==> config.mk <==
export PLATFORM = sky130hd
export DESIGN_NAME = sac_ctrl
export DESIGN_NICKNAME = d
export VERILOG_FILES = /design/src/hdl/sac_pkg.sv /design/src/hdl/sac_clk_div.sv /design/src/hdl/sac_sar_core.sv /design/src/hdl/sac_ctrl.sv
export SDC_FILE = /design/constraint.sdc
export NUM_CORES = 1
export LEC_CHECK = 0
export ABC_AREA = 1
export BUFFER_PORTS_ARGS = -buffer_cell sky130_fd_sc_hd__buf_2
export CAP_MARGIN = 0
export CORE_ASPECT_RATIO = 0.75
export CORE_UTILIZATION = 58
export CTS_BUF_LIST = sky130_fd_sc_hd__clkbuf_16
export CTS_CLUSTER_SIZE = 10
export DETAILED_ROUTE_END_ITERATION = 10
export GPL_ROUTABILITY_DRIVEN = 0
export PLACE_DENSITY_LB_ADDON = 0.15
export SYNTH_ARGS = -nofsm -noshare
export SYNTH_HDL_FRONTEND = slang
export SYNTH_HIERARCHICAL = 1
export SYNTH_SLANG_ARGS = --single-unit
==> constraint.sdc <==
create_clock -name clock -period 2.7 [get_ports clock]
set_input_delay 0.27 -clock clock [delete_from_list [all_inputs] [get_ports clock]]
set_output_delay 0.27 -clock clock [all_outputs]
set_load 0.1 [all_outputs]
==> src/hdl/sac_pkg.sv <==
/*
  Shared constants and types of the converter control block.
  Assumes one clock at the crystal rate; four clocks make a machine cycle.
*/
package sac_pkg;

  // ******************************
  // Register map
  // ******************************
  localparam int          SAC_ADDR_W    = 8;
  localparam int          SAC_DATA_W    = 8;
  localparam logic [7:0]  SAC_REG_CTRL  = 8'hc0;
  localparam logic [7:0]  SAC_REG_RESLO = 8'hc1;
  localparam logic [7:0]  SAC_REG_RESHI = 8'hc2;
  localparam logic [7:0]  SAC_REG_PINSW = 8'hc6;

  // ******************************
  // Field positions
  // ******************************
  localparam int SAC_CTRL_ON    = 7;
  localparam int SAC_CTRL_EXT   = 5;
  localparam int SAC_CTRL_FLAG  = 4;
  localparam int SAC_CTRL_START = 3;
  localparam int SAC_CHAN_LSB   = 0;
  localparam int SAC_CHAN_W     = 3;
  localparam int SAC_CLK_LSB    = 6;
  localparam int SAC_RES_W      = 10;

  // ******************************
  // Reset values and encodings
  // ******************************
  localparam logic [1:0] SAC_CLKSEL_RST = 2'h0;
  localparam logic [7:0] SAC_PINSW_RST  = 8'h00;
  localparam logic [1:0] SAC_DIV4       = 2'h0;
  localparam logic [1:0] SAC_DIV8       = 2'h1;
  localparam logic [3:0] SAC_DIV4_LAST  = 4'h3;
  localparam logic [3:0] SAC_DIV8_LAST  = 4'h7;
  localparam logic [3:0] SAC_DIV16_LAST = 4'hf;

  // ******************************
  // Timing
  // ******************************
  localparam int SAC_MC_CLKS = 4;
  localparam int SAC_CONV_MC = 50;

  // ******************************
  // Types
  // ******************************
  typedef enum logic [1:0] {
    SAC_IDLE  = 2'b00,
    SAC_ALIGN = 2'b01,
    SAC_CONV  = 2'b11
  } sac_state_t;

  typedef struct packed {
    logic                  on;
    logic [SAC_CHAN_W-1:0] chan;
    logic                  sample;
    logic [SAC_RES_W-1:0]  dac;
  } sac_ana_t;

  typedef struct packed {
    logic [3:0] cnt;
  } sac_div_st_t;

  typedef struct packed {
    logic                 busy;
    logic [3:0]           bitIdx;
    logic [SAC_RES_W-1:0] trial;
    logic [SAC_RES_W-1:0] result;
  } sac_sar_st_t;

  typedef struct packed {
    sac_state_t            state;
    logic                  on;
    logic                  extAllow;
    logic                  flag;
    logic                  start;
    logic [SAC_CHAN_W-1:0] chan;
    logic [SAC_CHAN_W-1:0] convChan;
    logic [1:0]            clkSel;
    logic [7:0]            pinSw;
    logic [SAC_RES_W-1:0]  result;
    logic [1:0]            mcCnt;
    logic [5:0]            convCnt;
    logic                  extPrev;
    logic [7:0]            rdData;
  } sac_ctrl_st_t;

endpackage

==> src/hdl/sac_clk_div.sv <==
/*
  Converter clock divider: one-cycle tick every 4, 8 or 16 clocks.
  Assumes the clock is the crystal clock; run low holds the phase at zero.
*/
`timescale 1ns/1ps
module sac_clk_div
  import sac_pkg::*;
(
  input  wire logic       clock,
  input  wire logic       srst,
  input  wire logic       ce,
  input  wire logic       run,
  input  wire logic [1:0] sel,
  output logic            tick
);

  sac_div_st_t cur_ff;
  sac_div_st_t nxt_cur;

  // Reserved code runs at the slowest rate, the safe side of the clock limit
  function automatic logic [3:0] divLast(input logic [1:0] s);
    if (s == SAC_DIV4) begin
      divLast = SAC_DIV4_LAST;
    end else if (s == SAC_DIV8) begin
      divLast = SAC_DIV8_LAST;
    end else begin
      divLast = SAC_DIV16_LAST;
    end
  endfunction

  assign tick = run && (cur_ff.cnt == divLast(sel));

  always_comb begin
    nxt_cur = cur_ff;
    if (!run || tick) begin
      nxt_cur.cnt = 4'h0;
    end else begin
      nxt_cur.cnt = cur_ff.cnt + 4'h1;
    end
  end

  always_ff @(posedge clock) begin
    if (srst) begin
      cur_ff <= '0;
    end else if (ce) begin
      cur_ff <= nxt_cur;
    end
  end

endmodule // sac_clk_div

==> src/hdl/sac_sar_core.sv <==
/*
  Successive-approximation register: one trial bit per converter clock tick.
  Assumes the comparator reads high while the input is at or above the DAC.
*/
`timescale 1ns/1ps
module sac_sar_core
  import sac_pkg::*;
(
  input  wire logic                 clock,
  input  wire logic                 srst,
  input  wire logic                 ce,
  input  wire logic                 go,
  input  wire logic                 abort,
  input  wire logic                 step,
  input  wire logic                 compHigh,
  output logic                      busy,
  output logic [SAC_RES_W-1:0]      dacCode,
  output logic [SAC_RES_W-1:0]      result
);

  sac_sar_st_t cur_ff;
  sac_sar_st_t nxt_cur;
  logic [SAC_RES_W-1:0] kept;

  function automatic logic [SAC_RES_W-1:0] oneHot(input logic [3:0] idx);
    oneHot = '0;
    oneHot[idx] = 1'b1;
  endfunction

  assign busy    = cur_ff.busy;
  assign dacCode = cur_ff.trial;
  assign result  = cur_ff.result;

  always_comb begin
    nxt_cur = cur_ff;
    kept    = compHigh ? cur_ff.trial : (cur_ff.trial & ~oneHot(cur_ff.bitIdx));
    if (abort) begin
      nxt_cur.busy = 1'b0;
    end else if (go) begin
      nxt_cur.busy   = 1'b1;
      nxt_cur.bitIdx = 4'(SAC_RES_W - 1);
      nxt_cur.trial  = oneHot(4'(SAC_RES_W - 1));
    end else if (cur_ff.busy && step) begin
      if (cur_ff.bitIdx == 4'h0) begin
        // Code pins at all-zero or all-one at the rails by construction
        nxt_cur.result = kept;
        nxt_cur.trial  = kept;
        nxt_cur.busy   = 1'b0;
      end else begin
        nxt_cur.trial  = kept | oneHot(cur_ff.bitIdx - 4'h1);
        nxt_cur.bitIdx = cur_ff.bitIdx - 4'h1;
      end
    end
  end

  always_ff @(posedge clock) begin
    if (srst) begin
      cur_ff <= '0;
    end else if (ce) begin
      cur_ff <= nxt_cur;
    end
  end

endmodule // sac_sar_core

==> src/hdl/sac_ctrl.sv <==
/*
  Converter control top: registers, start logic, conversion timing.
  Assumes a register port with read data one cycle after the read strobe,
  an external comparator and ladder DAC, and a power-down level from the CPU.
*/
// The plain strobed port was chosen for this implementation.
`timescale 1ns/1ps

// Operation
// - Converter runs only while the enable bit is one.
// - Three-bit channel code 0..7 routes input 0..7 to the converter.
// - Software writing one to start begins converting the selected channel.
// - With external start allowed, a pin rising edge also sets start.
// - Edge seen at machine cycle end; conversion begins next machine cycle.
// - Conversion lasts 50 machine cycles, then the complete flag sets.
// - Upper eight result bits in result high, two low bits separately.
// - Start requests during a conversion are ignored.
// - Power-down aborts a conversion; completed result and flag stay.
// - Eight-bit pin switch picks digital or analog per shared pin.
// - Code is 1024 times input over supply, saturating at the rails.
// - Completion sets the flag, an interrupt request; only software clears.
// - Start reads one during conversion and clears itself on completion.
// - While the flag is one no new conversion may start.
// - Clock select divides crystal clock by 4, 8 or 16; 11 reserved.
// - Result high and the two low result bits are read-only.
// - Pin switch bit one means analog input, zero digital I/O.
module sac_ctrl
  import sac_pkg::*;
#(
  parameter int MC_CLKS = SAC_MC_CLKS,
  parameter int CONV_MC = SAC_CONV_MC
)(
  input  wire logic                  clock,
  input  wire logic                  srst,
  input  wire logic                  ce,
  input  wire logic [SAC_ADDR_W-1:0] addr,
  input  wire logic [SAC_DATA_W-1:0] wrData,
  input  wire logic                  wrStb,
  input  wire logic                  rdStb,
  output logic      [SAC_DATA_W-1:0] rdData,
  input  wire logic                  extStartPin,
  input  wire logic                  powerDown,
  input  wire logic                  compHigh,
  output sac_ana_t                   anaOut,
  output logic      [7:0]            pinAnalog,
  output logic                       completeFlag,
  output logic                       convBusy
);

  // ******************************
  // Elaboration checks
  // ******************************
  // Counters are sized for at most four clocks per machine cycle and
  // 63 machine cycles; the window must also cover a full slow SAR pass.
  if (MC_CLKS < 2 || MC_CLKS > 4) begin : gBadMc
    $error("sac_ctrl: MC_CLKS out of range");
  end
  if (CONV_MC > 63 || CONV_MC * MC_CLKS < 16 * (SAC_RES_W + 1)) begin : gBadConv
    $error("sac_ctrl: CONV_MC cannot serve the converter");
  end

  localparam logic [1:0] MC_LAST   = 2'(MC_CLKS - 1);
  localparam logic [5:0] CONV_LAST = 6'(CONV_MC - 1);

  // ******************************
  // State
  // ******************************
  sac_ctrl_st_t               cur_ff;
  sac_ctrl_st_t               nxt_cur;
  logic                       mcTick;
  logic                       extRise;
  logic                       canStart;
  logic                       swStart;
  logic                       ctrlWr;
  logic                       reslWr;
  logic                       pinWr;
  logic                       abortConv;
  logic                       finish;
  logic                       sarGo;
  logic                       sarBusy;
  logic                       convTick;
  logic [SAC_RES_W-1:0]       sarDac;
  logic [SAC_RES_W-1:0]       sarResult;

  // ******************************
  // Converter clock and SAR
  // ******************************
  sac_clk_div u_div (
    .clock (clock),
    .srst  (srst),
    .ce    (ce),
    .run   (sarBusy),
    .sel   (cur_ff.clkSel),
    .tick  (convTick)
  );

  sac_sar_core u_sar (
    .clock    (clock),
    .srst     (srst),
    .ce       (ce),
    .go       (sarGo),
    .abort    (abortConv),
    .step     (convTick),
    .compHigh (compHigh),
    .busy     (sarBusy),
    .dacCode  (sarDac),
    .result   (sarResult)
  );

  // ******************************
  // Decode
  // ******************************
  always_comb begin
    ctrlWr = 1'b0;
    reslWr = 1'b0;
    pinWr  = 1'b0;
    if (wrStb && addr == SAC_REG_CTRL) begin
      ctrlWr = 1'b1;
    end else if (wrStb && addr == SAC_REG_RESLO) begin
      reslWr = 1'b1;
    end else if (wrStb && addr == SAC_REG_PINSW) begin
      pinWr = 1'b1;
    end
  end

  // ******************************
  // Start and timing terms
  // ******************************
  assign mcTick = (cur_ff.mcCnt == MC_LAST);

  // Pin level is sampled once per machine cycle, so a pulse shorter than
  // one machine cycle on either side may be missed
  assign extRise = mcTick && cur_ff.extAllow && !cur_ff.extPrev && extStartPin;

  // Idle, enabled, awake and the complete flag clear
  assign canStart = (cur_ff.state == SAC_IDLE) && cur_ff.on && !cur_ff.flag && !powerDown;

  assign swStart = ctrlWr && wrData[SAC_CTRL_START];

  assign abortConv = (cur_ff.state != SAC_IDLE) && (powerDown || !cur_ff.on);

  assign finish = (cur_ff.state == SAC_CONV) && mcTick && (cur_ff.convCnt == CONV_LAST) && !abortConv;

  assign sarGo = (cur_ff.state != SAC_CONV) && (nxt_cur.state == SAC_CONV);

  // ******************************
  // Next state
  // ******************************
  always_comb begin
    nxt_cur = cur_ff;

    // Machine cycle phase
    nxt_cur.mcCnt = mcTick ? 2'h0 : cur_ff.mcCnt + 2'h1;
    if (mcTick) begin
      nxt_cur.extPrev = extStartPin;
    end

    // Control register writes
    if (ctrlWr) begin
      nxt_cur.on       = wrData[SAC_CTRL_ON];
      nxt_cur.extAllow = wrData[SAC_CTRL_EXT];
      nxt_cur.chan     = wrData[SAC_CHAN_LSB +: SAC_CHAN_W];
      // Writing one to the flag has no effect; writing zero clears it
      if (!wrData[SAC_CTRL_FLAG]) begin
        nxt_cur.flag = 1'b0;
      end
    end
    if (reslWr) begin
      nxt_cur.clkSel = wrData[SAC_CLK_LSB +: 2];
    end
    if (pinWr) begin
      nxt_cur.pinSw = wrData;
    end

    // Conversion sequence
    case (cur_ff.state)
      SAC_IDLE: begin
        if (canStart && extRise) begin
          // Edge seen at this machine cycle end; next cycle opens the next one
          nxt_cur.start    = 1'b1;
          nxt_cur.state    = SAC_CONV;
          nxt_cur.convCnt  = 6'h00;
          nxt_cur.convChan = cur_ff.chan;
        end else if (canStart && swStart) begin
          nxt_cur.start = 1'b1;
          nxt_cur.state = SAC_ALIGN;
        end
      end
      SAC_ALIGN: begin
        // Software start waits for a machine cycle boundary
        if (mcTick) begin
          nxt_cur.state    = SAC_CONV;
          nxt_cur.convCnt  = 6'h00;
          nxt_cur.convChan = cur_ff.chan;
        end
      end
      SAC_CONV: begin
        if (finish) begin
          nxt_cur.result = sarResult;
          nxt_cur.flag   = 1'b1;
          nxt_cur.start  = 1'b0;
          nxt_cur.state  = SAC_IDLE;
        end else if (mcTick) begin
          nxt_cur.convCnt = cur_ff.convCnt + 6'h01;
        end
      end
      default: begin
        nxt_cur.state = SAC_IDLE;
      end
    endcase

    // Abort leaves result and flag untouched
    if (abortConv) begin
      nxt_cur.state = SAC_IDLE;
      nxt_cur.start = 1'b0;
    end

    // Read data stands only in the cycle after the strobe
    nxt_cur.rdData = 8'h00;
    if (rdStb) begin
      if (addr == SAC_REG_CTRL) begin
        nxt_cur.rdData = {cur_ff.on, 1'b0, cur_ff.extAllow, cur_ff.flag, cur_ff.start, cur_ff.chan};
      end else if (addr == SAC_REG_RESLO) begin
        nxt_cur.rdData = {cur_ff.clkSel, 4'h0, cur_ff.result[1:0]};
      end else if (addr == SAC_REG_RESHI) begin
        nxt_cur.rdData = cur_ff.result[SAC_RES_W-1:2];
      end else if (addr == SAC_REG_PINSW) begin
        nxt_cur.rdData = cur_ff.pinSw;
      end
    end
  end

  // ******************************
  // Registers
  // ******************************
  always_ff @(posedge clock) begin
    if (srst) begin
      cur_ff        <= '0;
      cur_ff.state  <= SAC_IDLE;
      cur_ff.clkSel <= SAC_CLKSEL_RST;
      cur_ff.pinSw  <= SAC_PINSW_RST;
    end else if (ce) begin
      cur_ff <= nxt_cur;
    end
  end

  // ******************************
  // Outputs
  // ******************************
  // Channel is frozen for the conversion so a rewrite cannot disturb it
  always_comb begin
    anaOut.on     = cur_ff.on;
    anaOut.chan   = (cur_ff.state == SAC_CONV) ? cur_ff.convChan : cur_ff.chan;
    anaOut.sample = sarBusy;
    anaOut.dac    = sarDac;
  end

  assign pinAnalog    = cur_ff.pinSw;
  assign completeFlag = cur_ff.flag;
  assign convBusy     = cur_ff.start;
  assign rdData       = cur_ff.rdData;

endmodule // sac_ctrl

==> results of run 1 <==
-- worst max-delay path, delay by kind of cell, from the launching register on --
kind                       cells  cell delay [ns]
adders and majority gates      1             0.24
AOI/OAI and AO/OA              1             0.04
DFF                            1             0.34
and+or+nand+nor                9             1.19
buffers and inverters          3             0.31
-- cells by family after synthesis --
family | count (synthesis) | synth area share
simple gates | 271 | 0.289
compound gates | 137 | 0.168
buf+inv | 131 | 0.156
flops | 78 | 0.356
fa+ha+maj | 9 | 0.0257
xor+xnor | 3 | 0.00599
-- worst max path at each step --
stage	start	end	slack, ns	depth (start not counted)
2_1_floorplan	cur_ff[47]	anaOut[11]	-0.28	3
3_3_place_gp	cur_ff[15]	u_sar/result[9]	0.53	14
3_5_place_dp	cur_ff[15]	u_sar/result[9]	0.44	14
4_1_cts	cur_ff[15]	u_sar/result[9]	0.43	14
5_1_grt	cur_ff[15]	u_sar/cur_ff[22]	0.20	14
6_report	cur_ff[15]	u_sar/result[9]	0.45	14
-- flip-flops by register name, indices dropped and copies added, names as in the netlist --
register,flops
cur_ff,30
u_sar/dacCode,10
u_sar/result,10
pinAnalog,8
rdData,8
u_div/cur_ff,4
u_sar/cur_ff,4
anaOut,1
completeFlag,1
convBusy,1
u_sar/busy,1
-- layer usage --
metal	share of wire	track usage	vias up
met2	0.45	0.434	134
met5	0	0	-
met4	0.0099	0.0743	0
li1	-	-	2030
met3	0.064	0.0638	11
met1	0.48	0.362	1804
-- stage by stage --
| step | area (µm²) | util | setup TNS [ns] |
|---|---|---|---|
| 4_1_cts | 4800 | 0.654 | 0 |
| 2_1_floorplan | 4380 | - | -0.844 |
| 3_3_place_gp | 4430 | 0.605 | 0 |
| 6_report | 4800 | 0.654 | 0 |
| 3_5_place_dp | 4430 | 0.605 | 0 |
| 5_1_grt | 4800 | 0.654 | 0 |
-- cell type report --
cell class | instances | area (µm²)
clock buffer | 9 | 225
sequential | 78 | 1560
fill | 673 | 2530
tap | 101 | 126
clock inverter | 7 | 138
inverter | 74 | 279
timing repair buffer | 62 | 325
multi-input combinational | 420 | 2140
-- power groups by stage --
stage	logic (mW)	clock network (mW)	registers, mW
global route	0.164	1.52	1.17
finish	0.146	1.46	1.17
detailed placement	0.144	0	1.20
CTS	0.145	1.48	1.17
floorplan	0.0978	0	1.19
global placement	0.141	0	1.19
-- cell usage in the layout (no fill, tap or decap), types with 2 or more instances in the layout --
master and n:
nand2_1 128, dfxtp_1 78, inv_1 70, nor2_1 68, a21oi_1 65, buf_2 56, o21ai_0 51, nand3_1 37
nand4_1 13, ha_1 9, clkbuf_16 9, nand2_2 8, o21a_1 8, buf_4 6, nor2_4 5, a21oi_2 5
bufinv_16 4, inv_2 3, o21ai_1 3, clkinv_2 2, nand2_4 2, nor3_4 2, nand3_4 2, nor2_8 2
xnor2_1 2, a31oi_1 2
==> run_results.csv, run 1 <==
group,metric,value,unit
run_status,status,"finished clean",
detailed_routing,drtAntennaViolNets,0,
die,core.rowCount,27,
detailed_routing,finalWirelength,10100,µm
global_routing,track_usage,0.271,
sta,hold_violations,0,
sta,rsz0062_at_grt,"false",
place,dp_slack,0.440,ns
global_routing,antenna_found_initial,0,
setup_path,cp.required,2.90,ns
setup_path,critPathMaxFanout,18,
cells_and_area,fin_cells,751,
setup_path,cp-start-kind,"flip-flop",
power,combPwrFrac,0.053,
detailed_routing,drc,0,
power,p_switching,575,µW
clock_network,clock-sinks,78,
die,die_y,77.3,µm
power,power.internal,2.20,mW
setup_path,timing.rr.start,"cur_ff[15]",
synth,synth_cells,629,
global_routing,grt_pass1_wl,16700,µm
sta,finalHoldWorstSlack,0.163,ns
cells_and_area,nets,678,
power,p_leak,2.13,nW
sta,finalSetupViolCount,0,
detailed_routing,routedWlPerCell,13.5,µm
synth,yosysMostFrequentCell,"nand2_1",
sta,fin_crit,2.25,ns
setup_path,crit_slowest_cell,"dfxtp_1",
synth,yosys.area.top_type,"dfxtp_1",
power,swShare,0.207,
setup_path,reg2regPathDepth,14,
power,irDropWorstVdd,0.458,mV
synth,netlist_area,4380,µm²
die,ioPinCount,57,
sta,maxSlewViolCount,0,
power,seqPwrFrac,0.422,
setup_path,slowest_delay,0.34,ns
clock_network,cts_resized,0,
place,dp.cells,735,
synth,ys_seq_elements,78,
synth,netlist-cell-type-count,36,
detailed_routing,vias_per_cell,5.30,
global_routing,grt_pass1_vias,3603,
synth,synthTopCellsByArea,"dfxtp_1, nand2_1, a21oi_1",
setup_path,arrival,2.45,ns
cells_and_area,diodes,0,
clock_network,cts-root-buf,"clkbuf_16",
synth,synth_top_area_frac,0.356,
sta,fin_crit_sh,0.834,
setup_path,cp-end-kind,"flip-flop",
sta,worst_slack,0.449,ns
detailed_routing,dr.pass1.iters,5,
setup_path,ff2ff_setup_slack,0.45,ns
hold_path,hp-class,"input port to flip-flop",
die,fp.dieW,102,µm
synth,yosys_warnings,6,
cells_and_area,synthToLayoutAreaGrowth,9.39,%
setup_path,critPathKind,"flip-flop to flip-flop",
cells_and_area,drive_gt1_frac,0.168,
synth,ys_seq_area_frac,0.356,
die,initial_core_util,0.598,
synth,ys_async_sr_fraction,0,
clock_network,cts_tree,"built",
synth,synth-edff-count,0,
hold_path,min_from,"wrData[0]",
detailed_routing,vias,3979,
synth,synth_common_cells,"nand2_1, dfxtp_1, inv_1",
power,power_density,578,nW/µm²
global_routing,grt.overflow.total,0,
detailed_routing,drt_iter0_markers,306,
setup_path,cp_cell_sequence,"ha_1 > nand2_1 > nor3_4 > nand3_4 > nand2_1 > nand3_1 > nand3_1 > inv_1 > nor3_4 > inv_2 > nor2_8 > inv_1 > nand2_1 > a21oi_2",
place,port_buffers,56,
synth,syn_nets,662,
sta,slew_headroom,0.522,
power,p_clk_frac,0.526,
clock_network,cts_buffer_depth,2,
synth,avgSynthCellArea,6.97,µm²
synth,synth_flop_cell,"dfxtp_1",
sta,skew,0.00425,ns
setup_path,path_common_cell,"nand2_1",
hold_path,whs_path_depth,2,
clock_network,cts_made_buffers,9,
clock_network,holdBufCountCts,0,
die,dieArea,7910,µm²
clock_network,h-tree-depth,3,
sta,tightest_slew,0.716,ns
clock_network,insertion_delay,0.33,ns
clock_network,clk_pin_slew,0.06,ns
global_routing,grt_start_max_net_pins,40,
clock_network,post_cts_buffers,0,
hold_path,holdPathEnd,"pinAnalog[0]",
sta,fmax,444,MHz
setup_path,r2r-end,"u_sar/result[9]",
die,core,7330,µm²
place,dp_hpwl,7420,µm
power,total_power,2.77,mW
flow_run,drv_cap,0,
No activity file was read; power rests on OpenSTA's default activity.
==> run 2, diff against run 1 <==
clock period = 2.25 ns   (was 2.7 ns; I/O delays follow)
==> run 2 against run 1 <==
Critical path depth up 1. Sequential share of layout area up 0.29 points. Clock power down 4%.
==> run_results.csv, run 2 (synthesis results as in run 1) <==
group,metric,value,unit
run_status,status,"finished clean",
cells_and_area,top_register,"cur_ff",
setup_path,critPathKind,"flip-flop to flip-flop",
global_routing,grt_start_max_net_pins,40,
setup_path,arrival,2.22,ns
clock_network,cts_buffer_depth,2,
power,total_power,2.98,mW
die,core.rowCount,27,
power,power_density,625,nW/µm²
place,dp_hpwl,7500,µm
die,ioPinCount,57,
cells_and_area,diodes,0,
die,dieArea,7910,µm²
power,irDropWorstVdd,0.387,mV
clock_network,h-tree-depth,3,
detailed_routing,routedWlPerCell,13.7,µm
detailed_routing,dr.pass1.iters,7,
cells_and_area,final_cell_mix,"nand2_1, dfxtp_1, inv_1",
setup_path,cp-start-kind,"flip-flop",
cells_and_area,finalInstanceArea,4770,µm²
sta,skew,0.00564,ns
cells_and_area,drive_gt1_frac,0.179,
clock_network,cts_made_buffers,9,
clock_network,cts-root-buf,"clkbuf_16",
die,initial_core_util,0.598,
power,p_leak,2.11,nW
flow_run,drv_cap,0,
sta,fmax,493,MHz
sta,tightest_slew,0.735,ns
cells_and_area,largest_reg_flops,30,
cells_and_area,n_fill_cell,713,
sta,hold_violations,0,
detailed_routing,drc,0,
cells_and_area,synthToLayoutAreaGrowth,8.76,%
cells_and_area,seqCellArea,1570,µm²
global_routing,track_usage,0.273,
die,fp.dieW,102,µm
clock_network,clock-sinks,78,
die,core,7330,µm²
place,port_buffers,56,
sta,rsz0062_at_grt,"false",
detailed_routing,drt_iter0_markers,254,
clock_network,insertion_delay,0.33,ns
sta,slew_headroom,0.510,
detailed_routing,drtAntennaViolNets,0,
cells_and_area,multi_input_area,2160,µm²
global_routing,grt_pass1_vias,3575,
setup_path,critPathMaxFanout,8,
place,place_area,4450,µm²
cells_and_area,nets,682,
sta,fin_crit_sh,0.901,
sta,fin_tns_setup,0,ns
clock_network,clk_pin_slew,0.06,ns
sta,fin_crit,2.03,ns
detailed_routing,finalWirelength,10400,µm
detailed_routing,vias_per_cell,5.40,
setup_path,cp-end-kind,"flip-flop",
global_routing,grt_pass1_wl,16900,µm
sta,maxSlewViolCount,0,
sta,finalSetupViolCount,0,
cells_and_area,layout_commonest_cell,"nand2_1",
hold_path,hp-class,"input port to flip-flop",
die,die_y,77.3,µm
clock_network,holdBufCountCts,0,
global_routing,grt.overflow.total,0,
clock_network,cts_tree,"built",
setup_path,cp.required,2.45,ns
global_routing,antenna_found_initial,0,
detailed_routing,vias,4080,
## run 2: cell types whose count changed in the layout (fill, tap and decap cells not counted), sizes merged
cell      change
nor2          +1
bufinv        -3
clkinvlp      +1
buf           +3
inv           +2
## run 2: final cells by class
type                            count  share of cell area
Timing Repair Buffer               65              0.0729
Clock buffer                        9              0.0472
Inverter                           74              0.0585
Multi-Input combinational cell    421               0.454
Clock inverter                      7              0.0123
Sequential cell                    78               0.329
Tap cell                          101              0.0265
## run 2: where the power goes
group	leakage, nW	switching [mW]	internal, mW	total [mW]
clock network	0.149	0.555	0.843	1.40
logic	1.33	0.123	0.0547	0.177
registers	0.631	0.0123	1.39	1.41
## run 2: critical path, stage by stage (launching register included)
cell	delay, ns
dfxtp_1	0.34
inv_1	0.06
ha_1	0.14
nand2_1	0.08
nor3_4	0.21
nand3_4	0.08
nand2_1	0.07
nand3_1	0.09
nand3_1	0.10
inv_2	0.08
nor3_4	0.14
inv_2	0.11
nor2_8	0.17
inv_1	0.09
nand2_1	0.07
a21oi_1	0.06
## run 2: stage by stage
stage	hold slack (ns)	std cells	util	worst slack [ns]
6_report	0.117	755	0.650	0.224
5_1_grt	0.120	755	0.650	0.0165
4_1_cts	0.112	753	0.646	0.0559
3_5_place_dp	0.455	737	0.607	0.0633
3_3_place_gp	0.449	737	0.607	0.173
2_1_floorplan	0.294	629	-	-0.686
## run 2: worst paths after layout
check,to,slack (ns),cells past startpoint,startpoint
worst max-delay path,u_sar/result[7],0.22,15,cur_ff[10]
worst min-delay path,pinAnalog[2],0.12,2,wrData[2]
worst max register to register,u_sar/result[7],0.22,15,cur_ff[10]
worst min register to register,cur_ff[8],0.46,2,cur_ff[8]
## run 2: timing repair
action / CTS / global route
buffers inserted: 0 / 1
endpoints found under the setup margin: 0 / 24
gates resized for setup: 0 / 7
## run 2: per-layer routing
| metal | up-vias | track usage | wire length [µm] |
|---|---|---|---|
| met4 | 0 | 0.0600 | 55 |
| met1 | 1874 | 0.393 | 4950 |
| met3 | 8 | 0.0620 | 818 |
| met5 | - | 0 | 0 |
| li1 | 2041 | - | - |
| met2 | 157 | 0.415 | 4560 |
==> run 3, diff against run 2 <==
BUFFER_PORTS_ARGS = -buffer_cell sky130_fd_sc_hd__clkbuf_2   (was -buffer_cell sky130_fd_sc_hd__buf_2)
SYNTH_HIERARCHICAL = unset   (was 1)
==> run 3 against run 2 <==
First-iteration DRC count decreased by 15%. Die area decreased by 5.2%. Sequential share of layout area increased by 1.0 points. Critical path depth decreased by 10. Combinational power increased by 11%. Via count decreased by 2.7%. Register-to-register slack improved by 0.09 ns. Critical endpoint is now anaOut[12]. Largest power group is now the clock network. Highest routed layer unchanged.
==> run_results.csv, run 3 <==
group,metric,value,unit
power,power.internal,2.30,mW
die,dieArea,7510,µm²
clock_network,cts_resized,0,
power,combPwrFrac,0.065,
synth,yosys.area.top_type,"dfxtp_1",
synth,ys_seq_area_frac,0.376,
detailed_routing,routedWlPerCell,14.3,µm
sta,worst_slack,0.180,ns
die,core.rowCount,26,
die,initial_core_util,0.605,
global_routing,grt_start_max_net_pins,24,
global_routing,antenna_found_initial,0,
cells_and_area,nets,665,
synth,netlist_area,4150,µm²
global_routing,track_usage,0.294,
setup_path,slowest_delay,0.48,ns
synth,avgSynthCellArea,6.92,µm²
cells_and_area,drive_gt1_frac,0.170,
sta,slew_headroom,0.618,
setup_path,critPathKind,"flip-flop to output port",
place,dp_hpwl,7630,µm
cells_and_area,largest_reg_flops,30,
power,p_clk_frac,0.468,
global_routing,grt.overflow.total,0,
place,port_buffers,56,
setup_path,cp_cell_sequence,"nand2_4 > inv_1 > nand2_1 > o21ai_0 > clkbuf_2",
die,fp.dieW,99.7,µm
sta,hold_violations,0,
detailed_routing,drc,0,
synth,yosys_warnings,0,
clock_network,insertion_delay,0.34,ns
synth,ys_seq_elements,78,
power,p_leak,2.16,nW
synth,synth_common_cells,"nand2_1, nor2_1, dfxtp_1",
cells_and_area,synthToLayoutAreaGrowth,10.9,%
clock_network,clock-sinks,78,
sta,finalSetupViolCount,0,
clock_network,cts_made_buffers,9,
cells_and_area,final_util,0.671,
clock_network,clk_pin_slew,0.06,ns
hold_path,holdPathEnd,"pinAnalog[2]",
clock_network,holdBufCountCts,0,
power,total_power,3.02,mW
synth,synth_top_area_frac,0.376,
sta,fin_crit,2.07,ns
synth,synth_flop_cell,"dfxtp_1",
synth,yosysMostFrequentCell,"nand2_1",
sta,fin_crit_sh,0.920,
setup_path,arrival,1.85,ns
power,irDropWorstVdd,0.336,mV
setup_path,crit_slowest_cell,"clkbuf_2",
synth,syn_nets,633,
power,swShare,0.240,
sta,maxSlewViolCount,0,
cells_and_area,final_cell_mix,"nand2_1, nor2_1, dfxtp_1",
detailed_routing,vias,3970,
setup_path,crit_family,"buffers and inverters",
cells_and_area,diodes,0,
clock_network,cts_buffer_depth,2,
setup_path,critPathMaxFanout,10,
cells_and_area,finalInstanceArea,4610,µm²
die,die_y,75.3,µm
detailed_routing,dr.pass1.iters,5,
setup_path,r2r-end,"u_sar.cur_ff[21]",
cells_and_area,top_register,"cur_ff",
place,place_area,4330,µm²
hold_path,hp-class,"input port to flip-flop",
power,p_switching,726,µW
power,seqPwrFrac,0.466,
sta,rsz0062_at_grt,"false",
run_status,status,"finished clean",
detailed_routing,drt_iter0_markers,216,
sta,tightest_slew,0.569,ns
cells_and_area,layout_commonest_cell,"nand2_1",
hold_path,min_from,"wrData[2]",
setup_path,cp-start-kind,"flip-flop",
setup_path,critical_path_buf_inv_count,2,
clock_network,h-tree-depth,3,
detailed_routing,vias_per_cell,5.41,
sta,fmax,483,MHz
global_routing,grt_pass1_wl,16900,µm
clock_network,cts-root-buf,"clkbuf_16",
synth,synth_cells,600,
synth,synth-edff-count,0,
setup_path,reg2regPathDepth,9,
setup_path,timing.rr.start,"cur_ff[15]",
clock_network,post_cts_buffers,0,
synth,netlist-cell-type-count,39,
setup_path,cp.required,2.03,ns
global_routing,grt_pass1_vias,3612,
die,core,6860,µm²
detailed_routing,drtAntennaViolNets,0,
detailed_routing,finalWirelength,10500,µm
setup_path,ff2ff_setup_slack,0.31,ns
hold_path,whs_path_depth,3,
clock_network,cts_tree,"built",
setup_path,cp-end-kind,"output port",
power,power_density,656,nW/µm²
place,dp_slack,0.353,ns
synth,ys_async_sr_fraction,0,
synth,synthTopCellsByArea,"dfxtp_1, nand2_1, o21ai_0",
flow_run,drv_cap,0,
die,ioPinCount,57,
sta,skew,0.00522,ns
[run 3: cells by family after synthesis]
kind of cell	after synthesis	share of synthesized area
simple gates	282	0.311
compound gates	118	0.149
buf+inv	108	0.127
flops	78	0.376
fa+ha+maj	9	0.0271
xor+xnor	5	0.0105
[run 3: how the worst max path moves through the flow]
stage	slack, ns	cells after the start	to	from
floorplan	-0.73	3	anaOut[11]	cur_ff[47]
global placement	0.42	8	cur_ff[18]	cur_ff[15]
detailed placement	0.35	10	u_sar.dacCode[8]	cur_ff[15]
CTS	0.18	5	anaOut[11]	cur_ff[48]
global route	0.03	5	anaOut[12]	cur_ff[48]
finish	0.18	5	anaOut[12]	cur_ff[48]
[run 3: routing by layer]
metal / wire length, µm / share of wire / vias up / GRT usage
met5: 0 / 0 / - / 0
met4: 93 / 0.0089 / 0 / 0.0735
met3: 770 / 0.073 / 9 / 0.0696
met2: 4840 / 0.46 / 161 / 0.478
met1: 4790 / 0.46 / 1833 / 0.398
li1: - / - / 1967 / -
[run 3: cell type report]
type,count,area [µm²]
Clock inverter,6,56.3
Fill cell,614,2260
Clock buffer,9,225
Tap cell,98,123
Multi-Input combinational cell,414,2060
Sequential cell,78,1560
Timing Repair Buffer,62,325
Inverter,67,251
[run 3: per-stage QoR]
step	hold slack, ns	instances	TNS [ns]
finish	0.129	734	0
global route	0.149	734	0
global placement	0.441	719	0
floorplan	0.294	600	-1.46
CTS	0.124	734	0
detailed placement	0.451	719	0
[run 3: tightest hold or removal path, delay by kind of cell]
kind | cells | cell delay (ns)
AO/OA/AOI/OAI | 1 | 0.06
buffers and inverters | 2 | 0.14
[run 3: power groups by stage]
stage	clock network (mW)	registers, mW	logic [mW]
finish	1.42	1.41	0.197
global route	1.47	1.41	0.217
CTS	1.42	1.41	0.196
detailed placement	0	1.44	0.192
global placement	0	1.44	0.187
floorplan	0	1.45	0.124
